### src/hw/ctb_map.svh
`ifndef CTB_MAP_SVH
`define CTB_MAP_SVH

// default base address, octal 777560
`define CTB_BASE_ADDR   18'h3FF70
// byte offsets of the four registers from the base
`define CTB_OFS_KBS     3'h0
`define CTB_OFS_KBB     3'h2
`define CTB_OFS_PRS     3'h4
`define CTB_OFS_PRB     3'h6
// field positions
`define CTB_BIT_FLAG    4'h7
`define CTB_BIT_IE      4'h6
`define CTB_BIT_LOOPBACK_TEST_BIT   4'h2
`define CTB_BIT_MSB     4'h7
// interrupt vectors, octal 60 and 64
`define CTB_VEC_KB      8'h30
`define CTB_VEC_PR      8'h34
// reset values
`define CTB_RST_CHAR    7'h00
`define CTB_RST_BIT     1'h0
`define CTB_RST_DATA    16'h0000
`define CTB_RST_VEC     8'h00
// terminal timing and buffering
`define CTB_KEY_GAP_CYC 8'h04
`define CTB_FIFO_DEPTH  8
`define CTB_CHAR_W      7

`endif

### src/hw/ctb_pkg.sv
package ctb_pkg;

   typedef logic [6:0] ctb_char_t;

   typedef enum logic {
      CTB_SRC_KB,
      CTB_SRC_PR
   } ctb_src_t;

   typedef enum logic {
      CTB_KEY_IDLE,
      CTB_KEY_GAP
   } ctb_key_state_t;

endpackage

### src/hw/ctb_link_if.sv
`timescale 1ns/10ps
`default_nettype none

interface ctb_link_if;
   import ctb_pkg::*;
   ctb_char_t key_code;
   logic      key_strobe;
   ctb_char_t print_code;
   logic      print_strobe;
   logic      printer_ready;
   logic      local_paper_advance;

   modport ctl (
      input  key_code,
      input  key_strobe,
      output print_code,
      output print_strobe,
      input  printer_ready,
      input  local_paper_advance
   );

   modport term (
      output key_code,
      output key_strobe,
      input  print_code,
      input  print_strobe,
      output printer_ready,
      output local_paper_advance
   );
endinterface

`default_nettype wire

### src/hw/ctb_controller.sv
// Operation
// respond only at four consecutive register addresses
// register and read/write pick keyboard or printer
// printer data write latches bus character
// software waits for printer ready before writing
// printer ready with enable requests interrupt
// vector 60 keyboard, 64 printer on grant
// keystroke strobe loads 7-bit code into buffer
// loaded keyboard buffer sets done flag
// done with enable requests vectored interrupt
// status reads show ready, done, loopback, enables
// keyboard bit 07 chosen by strap option
// only one eighth-bit strap ever selected
// parallel 7-bit codes plus four control lines
// one character per transfer, interrupt or polling
// software echoes keystrokes to printer itself
// local paper advance leaves controller untouched
// all 128 keyboard codes pass unchanged
// default base octal 777560, even word steps
// loopback zeroes keyboard data, printer write sets done
// printer enable bit 06, read/write, reset clears
// keyboard read clears done, printer write clears ready
// keyboard request wins over printer request
`timescale 1ns/10ps
`default_nettype none
`include "ctb_map.svh"

module ctb_controller
   import ctb_pkg::*;
#(
   parameter logic [17:0] BASE_ADDR = `CTB_BASE_ADDR
) (
   input  wire logic        ref_clk,
   input  wire logic        rst,
   input  wire logic [17:0] bus_addr,
   input  wire logic [15:0] bus_wdata,
   input  wire logic        bus_rd,
   input  wire logic        bus_wr,
   output logic [15:0]      bus_rdata,
   output logic             bus_ack,
   output logic             irq_req,
   input  wire logic        irq_grant,
   output logic [7:0]       irq_vector,
   output logic             irq_vector_valid,
   input  wire logic        msb_follows_loopback_strap,
   input  wire logic        msb_zero_strap,
   ctb_link_if.ctl          link
);

   ctb_char_t   kbuf_r;
   logic        done_r;
   logic        kie_r;
   logic        pie_r;
   logic        loopback_test_bit_r;
   logic        pend_r;
   logic        ready_r;
   ctb_char_t   pbuf_r;
   logic        pstb_r;
   logic [15:0] rdata_r;
   logic        ack_r;
   logic [7:0]  vec_r;
   logic        vec_vld_r;

   // address decode, base aligned to eight bytes
   wire         base_hit = (bus_addr[17:3] == BASE_ADDR[17:3]);
   wire         hit_kbs  = base_hit && (bus_addr[2:0] == `CTB_OFS_KBS);
   wire         hit_kbb  = base_hit && (bus_addr[2:0] == `CTB_OFS_KBB);
   wire         hit_prs  = base_hit && (bus_addr[2:0] == `CTB_OFS_PRS);
   wire         hit_prb  = base_hit && (bus_addr[2:0] == `CTB_OFS_PRB);
   wire         hit_any  = hit_kbs | hit_kbb | hit_prs | hit_prb;

   wire         kbs_wr   = hit_kbs & bus_wr;
   wire         kbb_rd   = hit_kbb & bus_rd;
   wire         prs_wr   = hit_prs & bus_wr;
   wire         prb_wr   = hit_prb & bus_wr;

   // keyboard side; set wins over the read clear
   wire         key_set  = link.key_strobe | (prb_wr & loopback_test_bit_r);
   wire         done_nxt = key_set | (done_r & ~kbb_rd);
   wire         kie_nxt  = kbs_wr ? bus_wdata[`CTB_BIT_IE] : kie_r;
   wire         pie_nxt  = prs_wr ? bus_wdata[`CTB_BIT_IE] : pie_r;
   wire         mnt_nxt  = prs_wr ? bus_wdata[`CTB_BIT_LOOPBACK_TEST_BIT] : loopback_test_bit_r;
   ctb_char_t   kbuf_nxt;
   assign kbuf_nxt = link.key_strobe ? link.key_code : kbuf_r;

   // printer side: busy from write until terminal drops its ready line
   wire         pend_nxt  = prb_wr | (pend_r & link.printer_ready);
   wire         ready_nxt = link.printer_ready & ~pend_nxt;
   ctb_char_t   pbuf_nxt;
   assign pbuf_nxt = prb_wr ? bus_wdata[6:0] : pbuf_r;

   // local_paper_advance deliberately unused here

   // read values
   wire         msb_bit  = msb_follows_loopback_strap & ~msb_zero_strap & loopback_test_bit_r;
   ctb_char_t   kb_low;
   assign kb_low = loopback_test_bit_r ? `CTB_RST_CHAR : kbuf_r;
   wire [15:0]  kbs_val = (16'(done_r) << `CTB_BIT_FLAG) | (16'(kie_r) << `CTB_BIT_IE);
   wire [15:0]  kbb_val = (16'(msb_bit) << `CTB_BIT_MSB) | 16'(kb_low);
   wire [15:0]  prs_val = (16'(ready_r) << `CTB_BIT_FLAG) | (16'(pie_r) << `CTB_BIT_IE) |
                          (16'(loopback_test_bit_r) << `CTB_BIT_LOOPBACK_TEST_BIT);
   wire [15:0]  rd_val  = hit_kbs ? kbs_val :
                          hit_kbb ? kbb_val :
                          hit_prs ? prs_val : `CTB_RST_DATA;
   wire [15:0]  rdata_nxt = (bus_rd & hit_any) ? rd_val : rdata_r;

   // interrupts, keyboard first
   wire         kb_irq  = done_r & kie_r;
   wire         pr_irq  = ready_r & pie_r;
   ctb_src_t    src;
   assign src = kb_irq ? CTB_SRC_KB : CTB_SRC_PR;
   wire [7:0]   vec_sel = (src == CTB_SRC_KB) ? `CTB_VEC_KB : `CTB_VEC_PR;
   wire         vec_go  = irq_grant & (kb_irq | pr_irq);

   always_ff @(posedge ref_clk) begin
      if (rst) begin
         kbuf_r <= `CTB_RST_CHAR;
      end else begin
         kbuf_r <= kbuf_nxt;
      end
   end

   always_ff @(posedge ref_clk) begin
      if (rst) begin
         done_r <= `CTB_RST_BIT;
      end else begin
         done_r <= done_nxt;
      end
   end

   always_ff @(posedge ref_clk) begin
      if (rst) begin
         kie_r <= `CTB_RST_BIT;
      end else begin
         kie_r <= kie_nxt;
      end
   end

   always_ff @(posedge ref_clk) begin
      if (rst) begin
         pie_r <= `CTB_RST_BIT;
      end else begin
         pie_r <= pie_nxt;
      end
   end

   always_ff @(posedge ref_clk) begin
      if (rst) begin
         loopback_test_bit_r <= `CTB_RST_BIT;
      end else begin
         loopback_test_bit_r <= mnt_nxt;
      end
   end

   always_ff @(posedge ref_clk) begin
      if (rst) begin
         pend_r <= `CTB_RST_BIT;
      end else begin
         pend_r <= pend_nxt;
      end
   end

   always_ff @(posedge ref_clk) begin
      if (rst) begin
         ready_r <= `CTB_RST_BIT;
      end else begin
         ready_r <= ready_nxt;
      end
   end

   always_ff @(posedge ref_clk) begin
      if (rst) begin
         pbuf_r <= `CTB_RST_CHAR;
      end else begin
         pbuf_r <= pbuf_nxt;
      end
   end

   always_ff @(posedge ref_clk) begin
      if (rst) begin
         pstb_r <= `CTB_RST_BIT;
      end else begin
         pstb_r <= prb_wr;
      end
   end

   always_ff @(posedge ref_clk) begin
      if (rst) begin
         rdata_r <= `CTB_RST_DATA;
      end else begin
         rdata_r <= rdata_nxt;
      end
   end

   always_ff @(posedge ref_clk) begin
      if (rst) begin
         ack_r <= `CTB_RST_BIT;
      end else begin
         ack_r <= (bus_rd | bus_wr) & hit_any;
      end
   end

   always_ff @(posedge ref_clk) begin
      if (rst) begin
         vec_r <= `CTB_RST_VEC;
      end else begin
         vec_r <= vec_go ? vec_sel : vec_r;
      end
   end

   always_ff @(posedge ref_clk) begin
      if (rst) begin
         vec_vld_r <= `CTB_RST_BIT;
      end else begin
         vec_vld_r <= vec_go;
      end
   end

   assign bus_rdata        = rdata_r;
   assign bus_ack          = ack_r;
   assign irq_req          = kb_irq | pr_irq;
   assign irq_vector       = vec_r;
   assign irq_vector_valid = vec_vld_r;
   assign link.print_code  = pbuf_r;
   assign link.print_strobe = pstb_r;

endmodule

`default_nettype wire

### src/flat_wrapper.sv
// flat-port wrapper written by rule: the top's interface ports become plain ports
module ctb_controller_flat import ctb_pkg::*;
#(
   parameter logic [17:0] BASE_ADDR = `CTB_BASE_ADDR
)
  (ref_clk, rst, bus_addr, bus_wdata, bus_rd, bus_wr, bus_rdata, bus_ack, irq_req, irq_grant, irq_vector, irq_vector_valid, msb_follows_loopback_strap, msb_zero_strap, link_key_code, link_key_strobe, link_print_code, link_print_strobe, link_printer_ready, link_local_paper_advance);
  ctb_link_if link_i ();
  input  wire logic ref_clk;
  input  wire logic rst;
  input  wire logic [17:0] bus_addr;
  input  wire logic [15:0] bus_wdata;
  input  wire logic bus_rd;
  input  wire logic bus_wr;
  output logic [15:0] bus_rdata;
  output logic bus_ack;
  output logic irq_req;
  input  wire logic irq_grant;
  output logic [7:0] irq_vector;
  output logic irq_vector_valid;
  input  wire logic msb_follows_loopback_strap;
  input  wire logic msb_zero_strap;
  input wire logic [$bits(link_i.key_code)-1:0] link_key_code;
  input wire logic [$bits(link_i.key_strobe)-1:0] link_key_strobe;
  output wire logic [$bits(link_i.print_code)-1:0] link_print_code;
  output wire logic [$bits(link_i.print_strobe)-1:0] link_print_strobe;
  input wire logic [$bits(link_i.printer_ready)-1:0] link_printer_ready;
  input wire logic [$bits(link_i.local_paper_advance)-1:0] link_local_paper_advance;
  assign link_i.key_code = link_key_code;
  assign link_i.key_strobe = link_key_strobe;
  assign link_print_code = link_i.print_code;
  assign link_print_strobe = link_i.print_strobe;
  assign link_i.printer_ready = link_printer_ready;
  assign link_i.local_paper_advance = link_local_paper_advance;
  ctb_controller #(.BASE_ADDR(BASE_ADDR)) u_core (.ref_clk(ref_clk), .rst(rst), .bus_addr(bus_addr), .bus_wdata(bus_wdata), .bus_rd(bus_rd), .bus_wr(bus_wr), .bus_rdata(bus_rdata), .bus_ack(bus_ack), .irq_req(irq_req), .irq_grant(irq_grant), .irq_vector(irq_vector), .irq_vector_valid(irq_vector_valid), .msb_follows_loopback_strap(msb_follows_loopback_strap), .msb_zero_strap(msb_zero_strap), .link(link_i));
endmodule
### config.mk
export PLATFORM = sky130hd
export DESIGN_NAME = ctb_controller_flat
export DESIGN_NICKNAME = d
export VERILOG_FILES = /design/src/hw/ctb_pkg.sv /design/src/hw/ctb_link_if.sv /design/src/hw/ctb_controller.sv /design/src/flat_wrapper.sv
export VERILOG_INCLUDE_DIRS = /design/src /design/src/hw
export SDC_FILE = /design/constraint.sdc
export NUM_CORES = 1
export LEC_CHECK = 0
export BUFFER_PORTS_ARGS = -buffer_cell sky130_fd_sc_hd__buf_2
export CELL_PAD_IN_SITES_DETAIL_PLACEMENT = 1
export CELL_PAD_IN_SITES_GLOBAL_PLACEMENT = 2
export CORE_MARGIN = 2
export CORE_UTILIZATION = 26
export DETAILED_ROUTE_END_ITERATION = 8
export PLACE_DENSITY = 0.9
export SYNTH_ARGS = -nofsm -noshare
export SYNTH_HDL_FRONTEND = slang
export SYNTH_SLANG_ARGS = --single-unit
### constraint.sdc
create_clock -name ref_clk -period 2.5 [get_ports ref_clk]
set_input_delay 0.5 -clock ref_clk [delete_from_list [all_inputs] [get_ports ref_clk]]
set_output_delay 0.5 -clock ref_clk [all_outputs]
set_load 0.01 [all_outputs]
==> flow_metrics.env, run 1 <==
export IMPL_hp_class="reg -> reg"
export IMPL_final_hold_viol_count=0
export IMPL_post_cts_resize_count=0
export IMPL_start_kind="primary input"
export IMPL_grt_pass1_vias=1327
export IMPL_io_buffers=62
export IMPL_drc=0
export IMPL_vias_per_cell=4.69
export IMPL_drt_total_wl_mm=3.86
export IMPL_cts_sinks=33
export IMPL_cts_tree="yes"
export IMPL_crit_start="bus_addr[0]"
export IMPL_synthesis_instances=166
export IMPL_fp_dieW_um=81.9
export IMPL_peakVddDrop_uv=277
export IMPL_htree_levels=2
export IMPL_grt_max_degree=20
export IMPL_rrSetupSlack_ns=1.13
export IMPL_ys_warnings_count=0
export IMPL_yosysTopAreaCellShare_pct=41.8
export IMPL_synth_edf_count=0
export IMPL_grt_overflow=0
export IMPL_yosysMostFrequentCell="dfxtp_1"
export IMPL_netlist_area_um2=1580
export IMPL_ys_seq_elements=33
export IMPL_finClkSkew_ns=0.00773
export IMPL_core_um2=5890
export IMPL_finalNonFillerCells=302
export IMPL_fmax_ghz=0.638
export IMPL_cts_made_buffers=5
export IMPL_grt_pass1_wl_mm=6.20
export IMPL_worst_r2r_endpoint="u_core.bus_rdata[1]"
export IMPL_place_gp_congestion=0.771
export IMPL_multiInputGateArea_um2=762
export IMPL_cts_hold_fix_buffers=0
export IMPL_ant_nets=0
export IMPL_antenna_cells=0
export IMPL_critPathArrivalTime_ns=1.74
export IMPL_postSynth_asyncResetShare_pct=0
export IMPL_start_util_pct=26.8
export IMPL_drive_above_1_share_pct=35.7
export IMPL_place_hpwl_mm=2.95
export IMPL_die_area_um2=6710
export IMPL_antenna_found_initial=0
export IMPL_wl_per_cell_um=12.8
export IMPL_regArea_um2=661
export IMPL_io_pins=86
export IMPL_tns_ns=0
export IMPL_clk_pin_slew_worst_paths_ns=0.07
export IMPL_setup_viol=0
export IMPL_drt_iter0_markers=38
export IMPL_num_fill_cells=735
export IMPL_nets=277
export IMPL_area_growth_pct=24.7
export IMPL_holdWs_ns=0.435
export IMPL_synth_cell_types=39
export IMPL_min_to="u_core.ready_r"
export IMPL_period_needed_ns=1.57
export IMPL_reg2reg_depth=4
export IMPL_hp_start="u_core.pend_r"
export IMPL_p_leak_nw=0.917
export IMPL_grt_usage_pct=12.2
export IMPL_post_synth_top_area_cell="dfxtp_1"
export IMPL_synth_commonest_cells="33 x dfxtp_1, 17 x a21oi_1, 14 x buf_4, 14 x mux2i_1, 14 x nor2_1"
export IMPL_fp_dieH_um=81.9
export IMPL_outcome="finished clean"
export IMPL_dr_pass1_iters=4
export IMPL_clock_path_buffers=2
export IMPL_synth_ff_type="dfxtp_1"
export IMPL_hold_path_depth=1
export IMPL_power_density_nw_per_um2=585
export IMPL_critPathMaxFanout=13
export IMPL_synth_area_leaders="dfxtp_1 42%, mux2i_1 8.9%, buf_4 6.7%"
export IMPL_insertion_delay_ns=0.28
export IMPL_endpoint_kind="flop"
export IMPL_slew_viol_final=0
export IMPL_placedCellCount=294
export IMPL_worstPathRequired_ns=2.67
export IMPL_r2r_start="u_core.loopback_test_bit_r"
export IMPL_yosysSeqAreaShare_pct=41.8
export IMPL_rsz0062_at_grt="false"
export IMPL_dr_total_vias=1417
export IMPL_syn_area_per_cell_um2=9.51
export IMPL_row_count=28
export IMPL_cts_root_buf="clkbuf_8"
export IMPL_period_share_pct=62.7
export IMPL_criticalPathCategory="in -> reg"
export IMPL_post_cts_buffers=0
export IMPL_cap_violations=0
export IMPL_totalPowerFinal_mw=1.15
## layout make-up
type / count / share of cell area [%]
multi-input cells: 120 / 38.7
flip-flops and latches: 33 / 33.5
repair buffers: 65 / 16.9
well taps: 75 / 4.76
clock buffers: 7 / 4.38
clock inverters: 1 / 1.52
inverters: 1 / 0.191
## cells in the final DEF (no fill, tap or decap), types with 6 or more instances in the layout
| master | synthesis | routed |
|---|---|---|
| o21ai_1 | 7 | 7 |
| nand2b_1 | 6 | 6 |
| clkbuf_8 | 3 | 6 |
| nor2_1 | 14 | 14 |
| mux2i_1 | 14 | 14 |
| buf_2 | 1 | 62 |
| conb_1 | 1 | 13 |
| nand3_1 | 9 | 9 |
| nand2_1 | 9 | 9 |
| dfxtp_1 | 33 | 33 |
| a21oi_1 | 17 | 17 |
## worst max-delay path: stages
cell      delay (ns)
buf_2           0.09
nand4b_1        0.27
or4_4           0.58
o21ai_0         0.21
a21oi_1         0.08
## kinds of logic (layout without fill, tap and decap cells)
family,after synthesis,count (layout),share of synthesized area (%)
flip-flops,33,33,41.8
other,1,13,0.237
AO/OA/AOI/OAI,35,35,13.0
AND/OR/NAND/NOR,58,58,23.3
buffers and inverters,25,74,12.8
multiplexers,14,14,8.87
## stage by stage
step                utilization, %  setup slack (ns)  cell area (µm²)
floorplan                        -             0.836             1620
global placement              31.5             0.658             1850
global route                  33.5             0.813             1970
detailed placement            31.5             0.605             1850
finish                        33.5             0.932             1970
CTS                           33.5             0.911             1970
## how the worst max path moves through the flow
stage | end | slack (ns) | depth (start not counted)
finish | u_core.link.print_code[0] | 0.93 | 5
global route | u_core.link.print_code[0] | 0.81 | 5
CTS | u_core.link.print_code[0] | 0.91 | 5
detailed placement | u_core.link.print_code[0] | 0.61 | 5
global placement | u_core.link.print_code[1] | 0.66 | 5
floorplan | u_core.link.print_code[3] | 0.84 | 5
## power breakdown
part           internal, mW  switching [mW]  total [mW]
registers             0.534         0.00503       0.539
logic                0.0416          0.0560      0.0976
clock network         0.325           0.191       0.515
total                 0.901           0.252        1.15
## layer usage
metal	global-route usage [%]	up-vias	share of wire [%]
met5	0	-	0
met4	5.00	0	1.6
li1	-	679	-
met3	4.07	6	8.9
met2	19.3	56	45
met1	15.2	676	44
## registers in the layout, summed over array words and instances (netlist names)
signal	cells
u_core.bus_ack	1
u_core.bus_rdata	8
u_core.done_r	1
u_core.irq_vector	2
u_core.irq_vector_valid	1
u_core.kbuf_r	7
u_core.kie_r	1
u_core.link.print_code	7
u_core.link.print_strobe	1
u_core.loopback_test_bit_r	1
u_core.pend_r	1
u_core.pie_r	1
u_core.ready_r	1
Note: power is estimated with default switching activity, not from simulation.
==> run 2, diff against run 1 <==
--- a/config.mk
+++ b/config.mk
@@ -6,13 +6,14 @@
 export SDC_FILE = /design/constraint.sdc
 export NUM_CORES = 1
 export LEC_CHECK = 0
+export ABC_AREA = 1
 export BUFFER_PORTS_ARGS = -buffer_cell sky130_fd_sc_hd__buf_2
 export CELL_PAD_IN_SITES_DETAIL_PLACEMENT = 1
 export CELL_PAD_IN_SITES_GLOBAL_PLACEMENT = 2
 export CORE_MARGIN = 2
-export CORE_UTILIZATION = 26
+export CORE_UTILIZATION = 23
 export DETAILED_ROUTE_END_ITERATION = 8
-export PLACE_DENSITY = 0.9
+export PLACE_DENSITY = 0.86
 export SYNTH_ARGS = -nofsm -noshare
 export SYNTH_HDL_FRONTEND = slang
 export SYNTH_SLANG_ARGS = --single-unit
==> constraint.sdc (replaced) <==
create_clock -name ref_clk -period 1.51 [get_ports ref_clk]
set_input_delay 0.302 -clock ref_clk [delete_from_list [all_inputs] [get_ports ref_clk]]
set_output_delay 0.302 -clock ref_clk [all_outputs]
set_load 0.01 [all_outputs]
==> run 2 against run 1 <==
  * Hold slack worse by 0.20 ns
  * Power up 47%
  * Sequential share of layout area down 2.3 points
  * Wire length up 13%
  * Cell area up 7.4%
  * Clock skew up 0.0027 ns
  * Global-route usage down 0.11 points
  * Setup slack worse by 0.81 ns
  * Synthesized cell count up 28%
  * Critical path type is now reg -> out
  * Critical endpoint is now irq_req
  * Largest cell class unchanged
==> flow_metrics.env, run 2 <==
export IMPL_clock_path_buffers=2
export IMPL_cts_root_buf="clkbuf_8"
export IMPL_synth_cell_types=30
export IMPL_grt_overflow=0
export IMPL_final_hold_viol_count=0
export IMPL_post_cts_resize_count=0
export IMPL_area_growth_pct=30.1
export IMPL_nets=335
export IMPL_synth_commonest_cells="43 x nor2_1, 33 x dfxtp_1, 22 x nand2_1"
export IMPL_place_gp_congestion=0.776
export IMPL_row_count=30
export IMPL_start_util_pct=23.8
export IMPL_io_pins=86
export IMPL_antenna_cells=0
export IMPL_setup_viol=0
export IMPL_clk_pin_slew_worst_paths_ns=0.07
export IMPL_dr_total_vias=1540
export IMPL_power_density_nw_per_um2=804
export IMPL_fin_ws_ns=0.125
export IMPL_grt_max_degree=14
export IMPL_cap_violations=0
export IMPL_finClkSkew_ns=0.0104
export IMPL_post_cts_buffers=0
export IMPL_cts_sinks=33
export IMPL_layout_commonest_cell="buf_2"
export IMPL_ant_nets=0
export IMPL_start_kind="flop"
export IMPL_critPathArrivalTime_ns=1.08
export IMPL_die_area_um2=7750
export IMPL_yosysMostFrequentCell="nor2_1"
export IMPL_drive_above_1_share_pct=36.5
export IMPL_period_needed_ns=1.38
export IMPL_dr_pass1_iters=4
export IMPL_grt_usage_pct=12.1
export IMPL_endpoint_kind="primary output"
export IMPL_peakVddDrop_uv=299
export IMPL_outcome="finished clean"
export IMPL_drt_total_wl_mm=4.35
export IMPL_insertion_delay_ns=0.29
export IMPL_grt_pass1_wl_mm=7.02
export IMPL_hp_class="in -> reg"
export IMPL_core_um2=6830
export IMPL_p_leak_nw=1.06
export IMPL_slew_viol_final=0
export IMPL_netlist_area_um2=1630
export IMPL_place_ws_ns=-0.0428
export IMPL_fp_dieH_um=88.1
export IMPL_post_route_util_pct=31.0
export IMPL_rsz0062_at_grt="false"
export IMPL_yosysTopAreaCellShare_pct=40.6
export IMPL_postSynth_asyncResetShare_pct=0
export IMPL_grt_pass1_vias=1518
export IMPL_ys_warnings_count=0
export IMPL_worstPathRequired_ns=1.21
export IMPL_largest_register_ffs=8
export IMPL_synth_area_leaders="dfxtp_1 41%, nor2_1 9.9%, buf_4 6.5%"
export IMPL_cts_tree="yes"
export IMPL_syn_area_per_cell_um2=7.67
export IMPL_vias_per_cell=4.04
export IMPL_cts_made_buffers=5
export IMPL_wl_per_cell_um=11.4
export IMPL_criticalPathCategory="reg -> out"
export IMPL_yosysSeqAreaShare_pct=40.6
export IMPL_critPathMaxFanout=3
export IMPL_synth_ff_type="dfxtp_1"
export IMPL_post_synth_top_area_cell="dfxtp_1"
export IMPL_antenna_found_initial=0
export IMPL_fmax_ghz=0.722
export IMPL_cts_hold_fix_buffers=0
export IMPL_drc=0
export IMPL_period_share_pct=91.7
export IMPL_place_hpwl_mm=3.45
export IMPL_fp_dieW_um=88.1
export IMPL_htree_levels=2
export IMPL_drt_iter0_markers=29
export IMPL_synthesis_instances=212
export IMPL_synth_edf_count=0
export IMPL_totalPowerFinal_mw=1.70
export IMPL_mostFrequentLayoutCells="62 x buf_2, 43 x nor2_1, 33 x dfxtp_1, 22 x nand2_1, 17 x inv_1"
export IMPL_ys_seq_elements=33
export IMPL_holdWs_ns=0.232
export IMPL_io_buffers=62
-- run 2: per-layer routing --
layer | wire length [µm] | GRT usage, % | up-vias | share of wire (%)
met3 | 356 | 6.41 | 4 | 8.2
li1 | - | - | 797 | -
met2 | 2020 | 19.0 | 48 | 46
met4 | 52 | 3.72 | 0 | 1.2
met5 | 0 | 0 | - | 0
met1 | 1930 | 14.4 | 691 | 44
-- run 2: critical path: stages (launching register included) --
cell,delay (ns)
dfxtp_1,0.31
inv_1,0.06
o21ai_0,0.24
buf_2,0.18
-- run 2: cell families (layout without fill, tap and decap cells) --
| group | count (synthesis) | after routing | share of synthesized area (%) |
|---|---|---|---|
| buf+inv | 42 | 103 | 14.1 |
| other cells | 1 | 13 | 0.231 |
| flops | 33 | 33 | 40.6 |
| compound gates | 44 | 44 | 15.8 |
| simple gates | 92 | 92 | 29.3 |
-- run 2: area by class of cell --
type,count,area [µm²]
fillers,888,4720
multi-input cells,149,781
flip-flops and latches,33,661
repair buffers,71,378
well taps,96,120
inverters,24,92.6
clock buffers,6,72.6
clock inverters,2,10.0
-- run 2: per-stage QoR --
step	setup TNS [ns]	area, µm²	std cells
floorplan	0	1670	224
global placement	-0.00248	2030	373
detailed placement	-0.159	2030	373
CTS	0	2110	381
global route	0	2110	381
finish	0	2110	381
-- run 2: path summary, 6_finish.rpt --
| path | from | to | slack, ns | depth (start not counted) |
|---|---|---|---|---|
| worst min register to register | u_core.bus_rdata[0] | u_core.bus_rdata[0] | 0.46 | 2 |
| worst max register to register | u_core.loopback_test_bit_r | u_core.bus_rdata[7] | 0.38 | 6 |
| worst max-delay path | u_core.pie_r | irq_req | 0.13 | 3 |
| worst min-delay path | bus_wdata[1] | u_core.link.print_code[1] | 0.23 | 3 |
-- run 2: power by group --
group          total (mW)  switching (mW)  internal (mW)
Sequential          0.895         0.00900          0.886
Combinational       0.157          0.0956         0.0617
Clock               0.647           0.328          0.319
Total                1.70           0.432           1.27
